### src/inc/caf_pkg.sv
// package: register map, field layout, reset values and carriers of the acceptance filter
package caf_pkg;

  // ----------------------------------------------------------------
  // register word indices (byte address = 4 * index)
  // ----------------------------------------------------------------
  localparam logic [5:0] IDX_FILTER_CTRL     = 6'h0B;  // filter mode and hit index
  localparam logic [5:0] IDX_RX_ERR_COUNT    = 6'h0E;  // rx_error_count_reg, read only
  localparam logic [5:0] IDX_TX_ERR_COUNT    = 6'h0F;  // tx_error_count_reg, read only
  localparam logic [5:0] IDX_CODE_BANK0      = 6'h10;  // accept_code_bank0_byte0..3
  localparam logic [5:0] IDX_MASK_BANK0      = 6'h14;  // mask_bank0_byte0..3
  localparam logic [5:0] IDX_CODE_BANK1      = 6'h18;  // accept_code_bank1_byte0..3
  localparam logic [5:0] IDX_MASK_BANK1      = 6'h1C;  // mask_bank1_byte0..3 (0x1C..0x1F)
  localparam logic [5:0] IDX_MODE_CTRL       = 6'h20;  // init and sleep requests
  localparam logic [5:0] IDX_RX_STATUS       = 6'h21;  // full flag and acknowledges
  localparam logic [5:0] IDX_FG_ID           = 6'h22;  // identifier in foreground buffer

  // ----------------------------------------------------------------
  // field positions
  // ----------------------------------------------------------------
  localparam int FILTER_MODE_LSB   = 4;   // filter_mode_select [5:4]
  localparam int FILTER_HIT_LSB    = 0;   // filter_hit_index [2:0]
  localparam int MODE_INIT_BIT     = 0;   // init_request
  localparam int MODE_SLEEP_BIT    = 1;   // sleep_request
  localparam int STAT_FULL_BIT     = 0;   // rx_buffer_full_flag, write one clears
  localparam int STAT_INIT_ACK_BIT = 1;   // init_acknowledge as seen
  localparam int STAT_SLP_ACK_BIT  = 2;   // sleep_acknowledge as seen
  localparam int STAT_FG_EXT_BIT   = 3;   // foreground frame is extended

  // ----------------------------------------------------------------
  // reset values
  // ----------------------------------------------------------------
  localparam logic [7:0] RESET_CODE        = 8'h00;
  localparam logic [7:0] RESET_MASK        = 8'h00;
  localparam logic [1:0] RESET_FILTER_MODE = 2'h0;
  localparam logic       RESET_INIT_REQ    = 1'b1;  // block starts in initialization mode

  // ----------------------------------------------------------------
  // filter organisations
  // ----------------------------------------------------------------
  typedef enum logic [1:0] {
    CAF_FILTER_32   = 2'h0,  // two 32-bit filters
    CAF_FILTER_16   = 2'h1,  // four 16-bit filters
    CAF_FILTER_8    = 2'h2,  // eight 8-bit filters
    CAF_FILTER_SHUT = 2'h3   // filter closed
  } caf_filter_mode_e;

  // received frame from the protocol engine; id[31:24] is identifier byte 0
  typedef struct packed {
    logic        ext;  // extended format
    logic [31:0] id;   // frame_id_bytes 0..3
  } caf_frame_s;

endpackage

### src/logic/caf_acceptance_filter.sv
// acceptance filter, error-counter read-out and classic wishbone register slave
`timescale 1ns/10ps
`default_nettype none

module caf_acceptance_filter (
  // clock and reset
  input  wire logic               clk,
  input  wire logic               rst_n,
  // wishbone classic slave
  input  wire logic               cyc_i,
  input  wire logic               stb_i,
  input  wire logic               we_i,
  input  wire logic [7:0]         adr_i,
  input  wire logic [3:0]         sel_i,
  input  wire logic [31:0]        dat_i,
  output wire logic [31:0]        dat_o,
  output wire logic               ack_o,
  // protocol engine side
  input  wire caf_pkg::caf_frame_s frameIn,
  input  wire logic               frameValid,
  input  wire logic [7:0]         rxErrorCount,
  input  wire logic [7:0]         txErrorCount,
  input  wire logic               initAcknowledge,
  input  wire logic               sleepAcknowledge,
  output wire logic               initRequest,
  output wire logic               sleepRequest,
  // receive queue side
  output wire logic               rxBufferFull,
  output wire logic               frameAccepted,
  output wire caf_pkg::caf_frame_s fgFrame,
  output wire logic [2:0]         filterHitIndex
);

  // ----------------------------------------------------------------
  // state
  // ----------------------------------------------------------------
  typedef struct packed {
    logic [7:0][7:0] code;          // accept_code_bits, slot = bank*4 + byte
    logic [7:0][7:0] mask;          // accept_mask_bits, same slots
    logic [1:0]      filterMode;    // filter_mode_select
    logic [2:0]      hitIndex;      // filter_hit_index
    logic            initReq;       // init_request
    logic            sleepReq;      // sleep_request
    logic            rxFull;        // rx_buffer_full_flag
    caf_pkg::caf_frame_s bgFrame;   // background receive buffer
    logic            evalPending;   // background frame awaits filtering
    caf_pkg::caf_frame_s fgFrame;   // rx_foreground_buffer
    logic            acceptPulse;   // one-cycle accept event
    logic            ack;           // bus answer
    logic [31:0]     rdData;        // bus read data
  } caf_state_s;

  typedef struct packed {
    logic       hit;     // address is a code or mask byte
    logic       isMask;  // mask rather than code
    logic [2:0] slot;    // bank*4 + byte
  } caf_slot_s;

  caf_state_s stateReg;   // registered state
  caf_state_s stateNext;  // next state

  // ----------------------------------------------------------------
  // functions
  // ----------------------------------------------------------------
  // decode a word index into a code or mask slot
  function automatic caf_slot_s decodeSlot(input logic [5:0] idx);
    caf_slot_s s;
    s.hit    = (idx[5:3] == caf_pkg::IDX_CODE_BANK0[5:3]) ||
               (idx[5:3] == caf_pkg::IDX_CODE_BANK1[5:3]);
    s.isMask = idx[2];
    s.slot   = {idx[3], idx[1:0]};
    return s;
  endfunction

  // one byte compare: per bit equality, then mask one forces a pass
  function automatic logic byteMatch(input logic [7:0] idByte,
                                     input logic [7:0] codeByte,
                                     input logic [7:0] maskByte);
    return &(~(idByte ^ codeByte) | maskByte);
  endfunction

  // identifier byte n of a frame
  function automatic logic [7:0] idByteOf(input logic [31:0] id, input int n);
    return id[31 - 8*n -: 8];
  endfunction

  // hit vector, one bit per filter number
  function automatic logic [7:0] filterHits(input logic [1:0]      fmode,
                                            input logic [7:0][7:0] code,
                                            input logic [7:0][7:0] mask,
                                            input caf_pkg::caf_frame_s fr);
    logic [7:0] hits;
    logic       ok;
    hits = 8'h00;
    ok   = 1'b0;
    unique case (caf_pkg::caf_filter_mode_e'(fmode))
      caf_pkg::CAF_FILTER_32: begin
        for (int f = 0; f < 2; f++) begin
          ok = 1'b1;
          for (int b = 0; b < 4; b++) begin
            // standard frames use only the first two bytes of a filter
            if (b < 2 || fr.ext) begin
              ok = ok & byteMatch(idByteOf(fr.id, b), code[4*f+b], mask[4*f+b]);
            end
          end
          hits[f] = ok;
        end
      end
      caf_pkg::CAF_FILTER_16: begin
        for (int f = 0; f < 4; f++) begin
          hits[f] = byteMatch(idByteOf(fr.id, 0), code[2*f], mask[2*f]) &
                    byteMatch(idByteOf(fr.id, 1), code[2*f+1], mask[2*f+1]);
        end
      end
      caf_pkg::CAF_FILTER_8: begin
        for (int f = 0; f < 8; f++) begin
          hits[f] = byteMatch(idByteOf(fr.id, 0), code[f], mask[f]);
        end
      end
      caf_pkg::CAF_FILTER_SHUT: begin
        hits = 8'h00;
      end
    endcase
    return hits;
  endfunction

  // lowest numbered set bit
  function automatic logic [2:0] firstHit(input logic [7:0] hits);
    logic [2:0] n;
    n = 3'h0;
    for (int i = 7; i >= 0; i--) begin
      if (hits[i]) begin
        n = 3'(i);
      end
    end
    return n;
  endfunction

  // ----------------------------------------------------------------
  // combinational helpers
  // ----------------------------------------------------------------
  logic       initMode;    // initialization mode acknowledged
  logic       sleepMode;   // sleep mode acknowledged
  logic       counterOk;   // error counters valid to read
  logic       busReq;      // new bus request this cycle
  logic       busWrite;    // write taking effect this cycle
  logic [5:0] wordIdx;     // register word index
  caf_slot_s  slotDec;     // decoded code or mask slot
  logic [7:0] hitVec;      // filter hits for background frame
  logic [2:0] hitFirst;    // lowest hit

  assign initMode  = stateReg.initReq & initAcknowledge;
  assign sleepMode = stateReg.sleepReq & sleepAcknowledge;
  assign counterOk = initMode | sleepMode;
  assign busReq    = cyc_i & stb_i & ~stateReg.ack;
  assign busWrite  = busReq & we_i & sel_i[0];
  assign wordIdx   = adr_i[7:2];
  assign slotDec   = decodeSlot(wordIdx);
  assign hitVec    = filterHits(stateReg.filterMode, stateReg.code, stateReg.mask,
                                stateReg.bgFrame);
  assign hitFirst  = firstHit(hitVec);

  // ----------------------------------------------------------------
  // next state
  // ----------------------------------------------------------------
  // bus slave, frame capture, filtering and foreground load
  always_comb begin
    stateNext             = stateReg;
    stateNext.acceptPulse = 1'b0;
    // bus answers one cycle after the request, then drops
    stateNext.ack         = busReq;

    // read path
    if (busReq) begin
      stateNext.rdData = 32'h0000_0000;  // unmapped reads give zero
      if (slotDec.hit) begin
        // code and mask bytes are readable at any time
        stateNext.rdData[7:0] = slotDec.isMask ? stateReg.mask[slotDec.slot]
                                               : stateReg.code[slotDec.slot];
      end else begin
        unique case (wordIdx)
          caf_pkg::IDX_FILTER_CTRL: begin
            stateNext.rdData[caf_pkg::FILTER_MODE_LSB +: 2] = stateReg.filterMode;
            stateNext.rdData[caf_pkg::FILTER_HIT_LSB +: 3]  = stateReg.hitIndex;
          end
          caf_pkg::IDX_RX_ERR_COUNT: begin
            // zero outside sleep or init mode
            stateNext.rdData[7:0] = counterOk ? rxErrorCount : 8'h00;
          end
          caf_pkg::IDX_TX_ERR_COUNT: begin
            stateNext.rdData[7:0] = counterOk ? txErrorCount : 8'h00;
          end
          caf_pkg::IDX_MODE_CTRL: begin
            stateNext.rdData[caf_pkg::MODE_INIT_BIT]  = stateReg.initReq;
            stateNext.rdData[caf_pkg::MODE_SLEEP_BIT] = stateReg.sleepReq;
          end
          caf_pkg::IDX_RX_STATUS: begin
            stateNext.rdData[caf_pkg::STAT_FULL_BIT]     = stateReg.rxFull;
            stateNext.rdData[caf_pkg::STAT_INIT_ACK_BIT] = initAcknowledge;
            stateNext.rdData[caf_pkg::STAT_SLP_ACK_BIT]  = sleepAcknowledge;
            stateNext.rdData[caf_pkg::STAT_FG_EXT_BIT]   = stateReg.fgFrame.ext;
          end
          caf_pkg::IDX_FG_ID: begin
            stateNext.rdData = stateReg.fgFrame.id;
          end
          default: begin
            stateNext.rdData = 32'h0000_0000;
          end
        endcase
      end
    end

    // write path; counter registers take no writes
    if (busWrite) begin
      if (slotDec.hit) begin
        // filter setup only changes in initialization mode
        if (initMode) begin
          if (slotDec.isMask) begin
            stateNext.mask[slotDec.slot] = dat_i[7:0];
          end else begin
            stateNext.code[slotDec.slot] = dat_i[7:0];
          end
        end
      end else if (wordIdx == caf_pkg::IDX_FILTER_CTRL) begin
        // hit index is read only
        if (initMode) begin
          stateNext.filterMode = dat_i[caf_pkg::FILTER_MODE_LSB +: 2];
        end
      end else if (wordIdx == caf_pkg::IDX_MODE_CTRL) begin
        stateNext.initReq  = dat_i[caf_pkg::MODE_INIT_BIT];
        stateNext.sleepReq = dat_i[caf_pkg::MODE_SLEEP_BIT];
      end else if (wordIdx == caf_pkg::IDX_RX_STATUS) begin
        // write one clears the full flag
        if (dat_i[caf_pkg::STAT_FULL_BIT]) begin
          stateNext.rxFull = 1'b0;
        end
      end
    end

    // filter the background frame one cycle after capture
    stateNext.evalPending = 1'b0;
    if (stateReg.evalPending) begin
      // rejected or queue-busy frames are left for the next frame to overwrite
      if ((|hitVec) && !stateReg.rxFull) begin
        stateNext.fgFrame     = stateReg.bgFrame;
        stateNext.hitIndex    = hitFirst;
        stateNext.rxFull      = 1'b1;
        stateNext.acceptPulse = 1'b1;
      end
    end

    // every incoming frame is written to the background buffer
    if (frameValid) begin
      stateNext.bgFrame     = frameIn;
      stateNext.evalPending = 1'b1;
    end
  end

  // ----------------------------------------------------------------
  // state register
  // ----------------------------------------------------------------
  // single register stage for all state
  always_ff @(posedge clk or negedge rst_n) begin
    if (!rst_n) begin
      stateReg             <= '0;
      stateReg.code        <= {8{caf_pkg::RESET_CODE}};
      stateReg.mask        <= {8{caf_pkg::RESET_MASK}};
      stateReg.filterMode  <= caf_pkg::RESET_FILTER_MODE;
      stateReg.initReq     <= caf_pkg::RESET_INIT_REQ;
    end else begin
      stateReg <= stateNext;
    end
  end

  // ----------------------------------------------------------------
  // outputs, all from the state register
  // ----------------------------------------------------------------
  assign dat_o          = stateReg.rdData;
  assign ack_o          = stateReg.ack;
  assign initRequest    = stateReg.initReq;
  assign sleepRequest   = stateReg.sleepReq;
  assign rxBufferFull   = stateReg.rxFull;
  assign frameAccepted  = stateReg.acceptPulse;
  assign fgFrame        = stateReg.fgFrame;
  assign filterHitIndex = stateReg.hitIndex;
endmodule

`default_nettype wire
### config.mk
export PLATFORM = sky130hd
export DESIGN_NAME = caf_acceptance_filter
export DESIGN_NICKNAME = d
export VERILOG_FILES = /design/src/inc/caf_pkg.sv /design/src/logic/caf_acceptance_filter.sv
export SDC_FILE = /design/constraint.sdc
export NUM_CORES = 1
export LEC_CHECK = 0
export BUFFER_PORTS_ARGS = -buffer_cell sky130_fd_sc_hd__buf_2
export CAP_MARGIN = 20
export CORE_UTILIZATION = 56
export CTS_CLUSTER_DIAMETER = 60
export DETAILED_ROUTE_END_ITERATION = 8
export PLACE_DENSITY = 0.83
export SYNTH_ARGS = -nofsm -noshare
export SYNTH_HDL_FRONTEND = slang
export SYNTH_SLANG_ARGS = --single-unit
### constraint.sdc
create_clock -name clk -period 2.8 [get_ports clk]
set_clock_uncertainty 0.1 [all_clocks]
set_input_delay 0.14 -clock clk [delete_from_list [all_inputs] [get_ports clk]]
set_output_delay 0.14 -clock clk [all_outputs]
set_load 0.01 [all_outputs]
==> Flow_metrics.wiki <==
{| class="wikitable"
! Metric !! Value
|-
| Result of the run || finished with violations
|-
| Violated checks || setup timing
|-
| Worst EP arrival || 3.16 ns
|-
| Final worst setup slack || -0.0231 ns
|-
| Peak supply drop || 0.000452 V
|-
| Num Clock Sinks || 237
|-
| Distinct cell type count after synthesis || 60
|-
| Proportion of power drawn by the clock network || 0.431
|-
| Proportion of total power due to net switching || 0.263
|-
| Global-route wire length before repair || 67500 µm
|-
| Filler cell count || 1535
|-
| Placed wire-length estimate || 32700 µm
|-
| Largest net degree at the start of global routing || 95
|-
| Via-to-Cell Ratio || 6.34
|-
| Number of clock buffers inserted by TritonCTS || 27
|-
| Cells traversed along the worst timing path || xnor2_1 -> o22ai_1 -> nor4_2 -> buf_4 -> nand3_1 -> o211ai_1 -> buf_4 -> nor4_4 -> nor2_8 -> buf_12 -> mux2_2
|-
| Hold path cells || 5
|-
| Worst slew margin || 0.409
|-
| Achievable frequency || 354 MHz
|-
| First DRT Iteration DRCs || 1108
|-
| Warning count from the yosys run || 0
|-
| Setup repair after global routing missed its margin || yes
|-
| Final critical-path required period || 2.82 ns
|-
| Final routed DRC violation total || 0
|-
| Crit. End Element || flop
|-
| Slowest cell delay on critical path || 0.64 ns
|-
| Initial standard-cell utilization of the core || 0.573
|-
| Routed length per instance || 27.7 µm
|-
| Reg-to-reg endpoint || filterHitIndex[0]
|-
| Die Y-Extent || 155 µm
|-
| Boundary pin count || 174
|-
| Overflow after GRT || 0
|-
| Die boundary width || 155 µm
|-
| Post-synthesis average cell area || 11.4 µm²
|-
| Seq/Total Area, Yosys || 0.454
|-
| Proportion of synthesized flip-flops having asynchronous set or reset || 1.00
|-
| Weighted congestion reported at the end of routability-driven placement || 1.05
|-
| Global-route total usage across every layer || 0.387
|-
| Antenna violations before repair || 2
|-
| Worst-case register-to-register setup slack || -0.02 ns
|-
| Most Frequent Cell on Critical Path || buf_4
|-
| PnR Total Power || 8.10 mW
|-
| Number of nets produced by synthesis || 1248
|-
| Number of nets still failing antenna checks after routing || 0
|-
| Library cell contributing the largest single delay on the critical path || dfrtp_1
|-
| Worst hold path type || in -> reg
|-
| Sort of element at the start of the critical path || flop
|-
| Core region area || 22800 µm²
|-
| Combinational cell fraction of total power || 0.122
|-
| Summed instance area of the synthesized netlist || 13100 µm²
|-
| H-tree depth || 1
|-
| Number of maximum-capacitance violations || 0
|-
| Data required time of the worst path || 3.13 ns
|-
| Beginning of the worst hold path || rxErrorCount[2]
|-
| Area of the die || 23900 µm²
|-
| Sequential cell fraction of total power || 0.447
|-
| Slew at the pin closest to its max-slew limit || 0.887 ns
|-
| Buffers & Inverters on Critical Path || 3
|-
| Final Hold Violating Endpoints || 0
|-
| Depth of the worst register-to-register path || 11
|-
| Kind of critical path || reg -> reg
|-
| Number of rows created at floorplan || 55
|-
| Largest driver fanout on the critical path || 14
|-
| Beginning of the worst register-to-register path || stateReg[89]
|-
| Number of buffers added on ports || 144
|-
| Share of the cycle needed by the critical path after routing || 1.01
|-
| Number of detailed-route iterations in the first pass || 5
|-
| LEAKAGE || 7.49 nW
|-
| Buffer cell driving the clock tree root || clkbuf_16
|-
| Endpoint, Worst Hold || dat_o[2]
|-
| Synthesis-stage register bit count || 237
|-
| Ys flop type || dfrtp_1
|-
| TritonCTS clock tree || yes
|-
| Final wirelength || 46500 µm
|-
| Int Power || 5.98 mW
|-
| Post-synth EDFFs || 0
|-
| Layout overhead on the synthesized area || 21.9%
|-
| Worst-case clock buffer depth || 3
|-
| Clock latency on the worst-skew pair || 0.55 ns
|-
| Post-CTS clock slew at the launch and capture registers of the worst setup and hold paths || 0.06 ns
|-
| Number of setup violations in the final report || 13
|-
| Total number of cells along the worst setup path || 11
|-
| Fraction of layout cells with a size suffix above 1 || 0.423
|-
| Kind of cell adding the most delay to the critical path || flip-flops
|-
| NumNets Final || 1445
|-
| Final number of max-transition violations || 0
|-
| Net switching component of the power || 2.13 mW
|-
| Summed negative setup slack over all endpoints || -0.101 ns
|-
| Synthesized instance count || 1144
|-
| Vias in the first global route || 10700
|-
| Cell area power density || 509 nW/µm²
|-
| Vias after detailed routing || 10600
|}
## worst register-to-register path, stage by stage (launching register included)
cell and delay, ns:
dfrtp_1 0.64, xnor2_1 0.18, o22ai_1 0.11, nor4_2 0.29, buf_4 0.18, nand3_1 0.08
o211ai_1 0.17, buf_4 0.15, nor4_4 0.06, nor2_8 0.21, buf_12 0.20, mux2_2 0.34
## power groups by stage
stage / combinational (mW) / sequential, mW / clock [mW]
global placement: 0.854 / 3.66 / 0
global route: 1.04 / 3.62 / 3.66
detailed placement: 0.864 / 3.67 / 0
CTS: 0.925 / 3.61 / 3.51
floorplan: 0.520 / 3.59 / 0
finish: 0.987 / 3.62 / 3.49
## registers in the layout (all words and copies together) (netlist names)
register / count
ack_o: 1
dat_o: 32
fgFrame: 33
filterHitIndex: 3
frameAccepted: 1
initRequest: 1
rxBufferFull: 1
sleepRequest: 1
stateReg: 164
## layout make-up
cell class	instances	area, µm²	area share
timing repair buffer	314	2280	0.143
inverter	7	26.3	0.00165
antenna	2	5.00	0.000314
tap	313	392	0.0246
clock buffer	39	771	0.0484
clock inverter	11	115	0.00723
multi-input combinational	754	6380	0.401
sequential	237	5950	0.374
## synthesized netlist by cell type (2+ instances only)
cell,count,area [µm²]
o22ai_1,54,338
ha_1,3,37.5
mux2_2,173,1950
nand2b_1,6,37.5
a32oi_1,4,35.0
nor2_1,30,113
nor4_1,12,75.1
o21ai_0,29,145
nor2b_1,9,56.3
mux2_4,29,435
a22oi_1,7,52.6
dfrtp_1,236,5910
nor4_4,2,42.5
nand2_1,91,342
a22o_1,7,61.3
mux2i_1,30,300
nor3_1,7,35.0
nor2_2,2,12.5
inv_1,6,22.5
o41ai_1,2,17.5
and2_1,6,37.5
a31oi_1,5,31.3
buf_4,76,571
mux4_2,7,158
a221oi_1,9,78.8
a311oi_1,2,17.5
o2111ai_1,2,17.5
o211ai_1,10,75.1
xor2_1,4,35.0
a211oi_1,3,22.5
xnor2_1,124,1090
a21oi_1,23,115
buf_1,10,37.5
nand3_1,35,175
buf_12,3,60.1
buf_2,13,65.1
clkbuf_1,44,165
o22a_1,7,61.3
## what timing repair did
item,CTS,global route
hold buffers,43,0
pin swaps,0,4
cloned,0,1
endpoints found under the setup margin,35,33
hold endpoints to repair,128,0
resized for setup,7,35
setup buffers,0,9
## placed cells by master, fill, tap and decap left out, types with 10 or more instances in the layout
cell	n
dfrtp_1	220
mux2_2	172
buf_2	143
xnor2_1	117
buf_4	114
nand2_1	91
o22ai_1	48
dlygate4sd3_1	43
nand3_1	35
nor2_1	30
mux2_4	30
mux2i_1	30
o21ai_0	29
clkbuf_16	28
a21oi_1	23
dfrtp_2	16
buf_12	12
o211ai_1	10
## through the flow
stage	hold slack [ns]	instance area [µm²]	utilization	instances	worst slack, ns
after floorplan	-0.256	13100	-	1144	0.228
after global placement	0.123	14300	0.629	1573	-0.152
after detailed placement	0.124	14300	0.629	1573	-0.275
after CTS	0.00633	15700	0.688	1666	0.00295
after global routing	0.0572	15900	0.699	1676	-0.138
final	0.0223	15900	0.699	1677	-0.0231
## routing by layer
metal  part of all wire  global-route usage
met5                  0                   0
met4              0.056               0.201
met3              0.099              0.0813
met2               0.46               0.615
met1               0.39               0.501
## worst max-delay path by stage
stage	from	to	slack [ns]
4_1_cts	stateReg[98]	fgFrame[29]	0.003
2_1_floorplan	stateReg[93]	fgFrame[0]	0.23
3_3_place_gp	stateReg[99]	filterHitIndex[0]	-0.15
5_1_grt	stateReg[88]	filterHitIndex[0]	-0.14
6_report	stateReg[89]	filterHitIndex[0]	-0.02
3_5_place_dp	stateReg[95]	fgFrame[29]	-0.28
## cell families (layout without fill, tap and decap cells)
| family | Yosys count | in the layout | synth area share |
|---|---|---|---|
| AOI/OAI and AO/OA | 172 | 172 | 0.0881 |
| xor gates and xnor gates | 128 | 128 | 0.0858 |
| DFF | 237 | 237 | 0.454 |
| other | 0 | 2 | 0 |
| muxes | 240 | 240 | 0.218 |
| buffers and inverters | 153 | 371 | 0.0708 |
| and+or+nand+nor | 211 | 211 | 0.0796 |
| adders and majority gates | 3 | 3 | 0.00287 |
No activity file was read; power rests on OpenSTA's default activity.
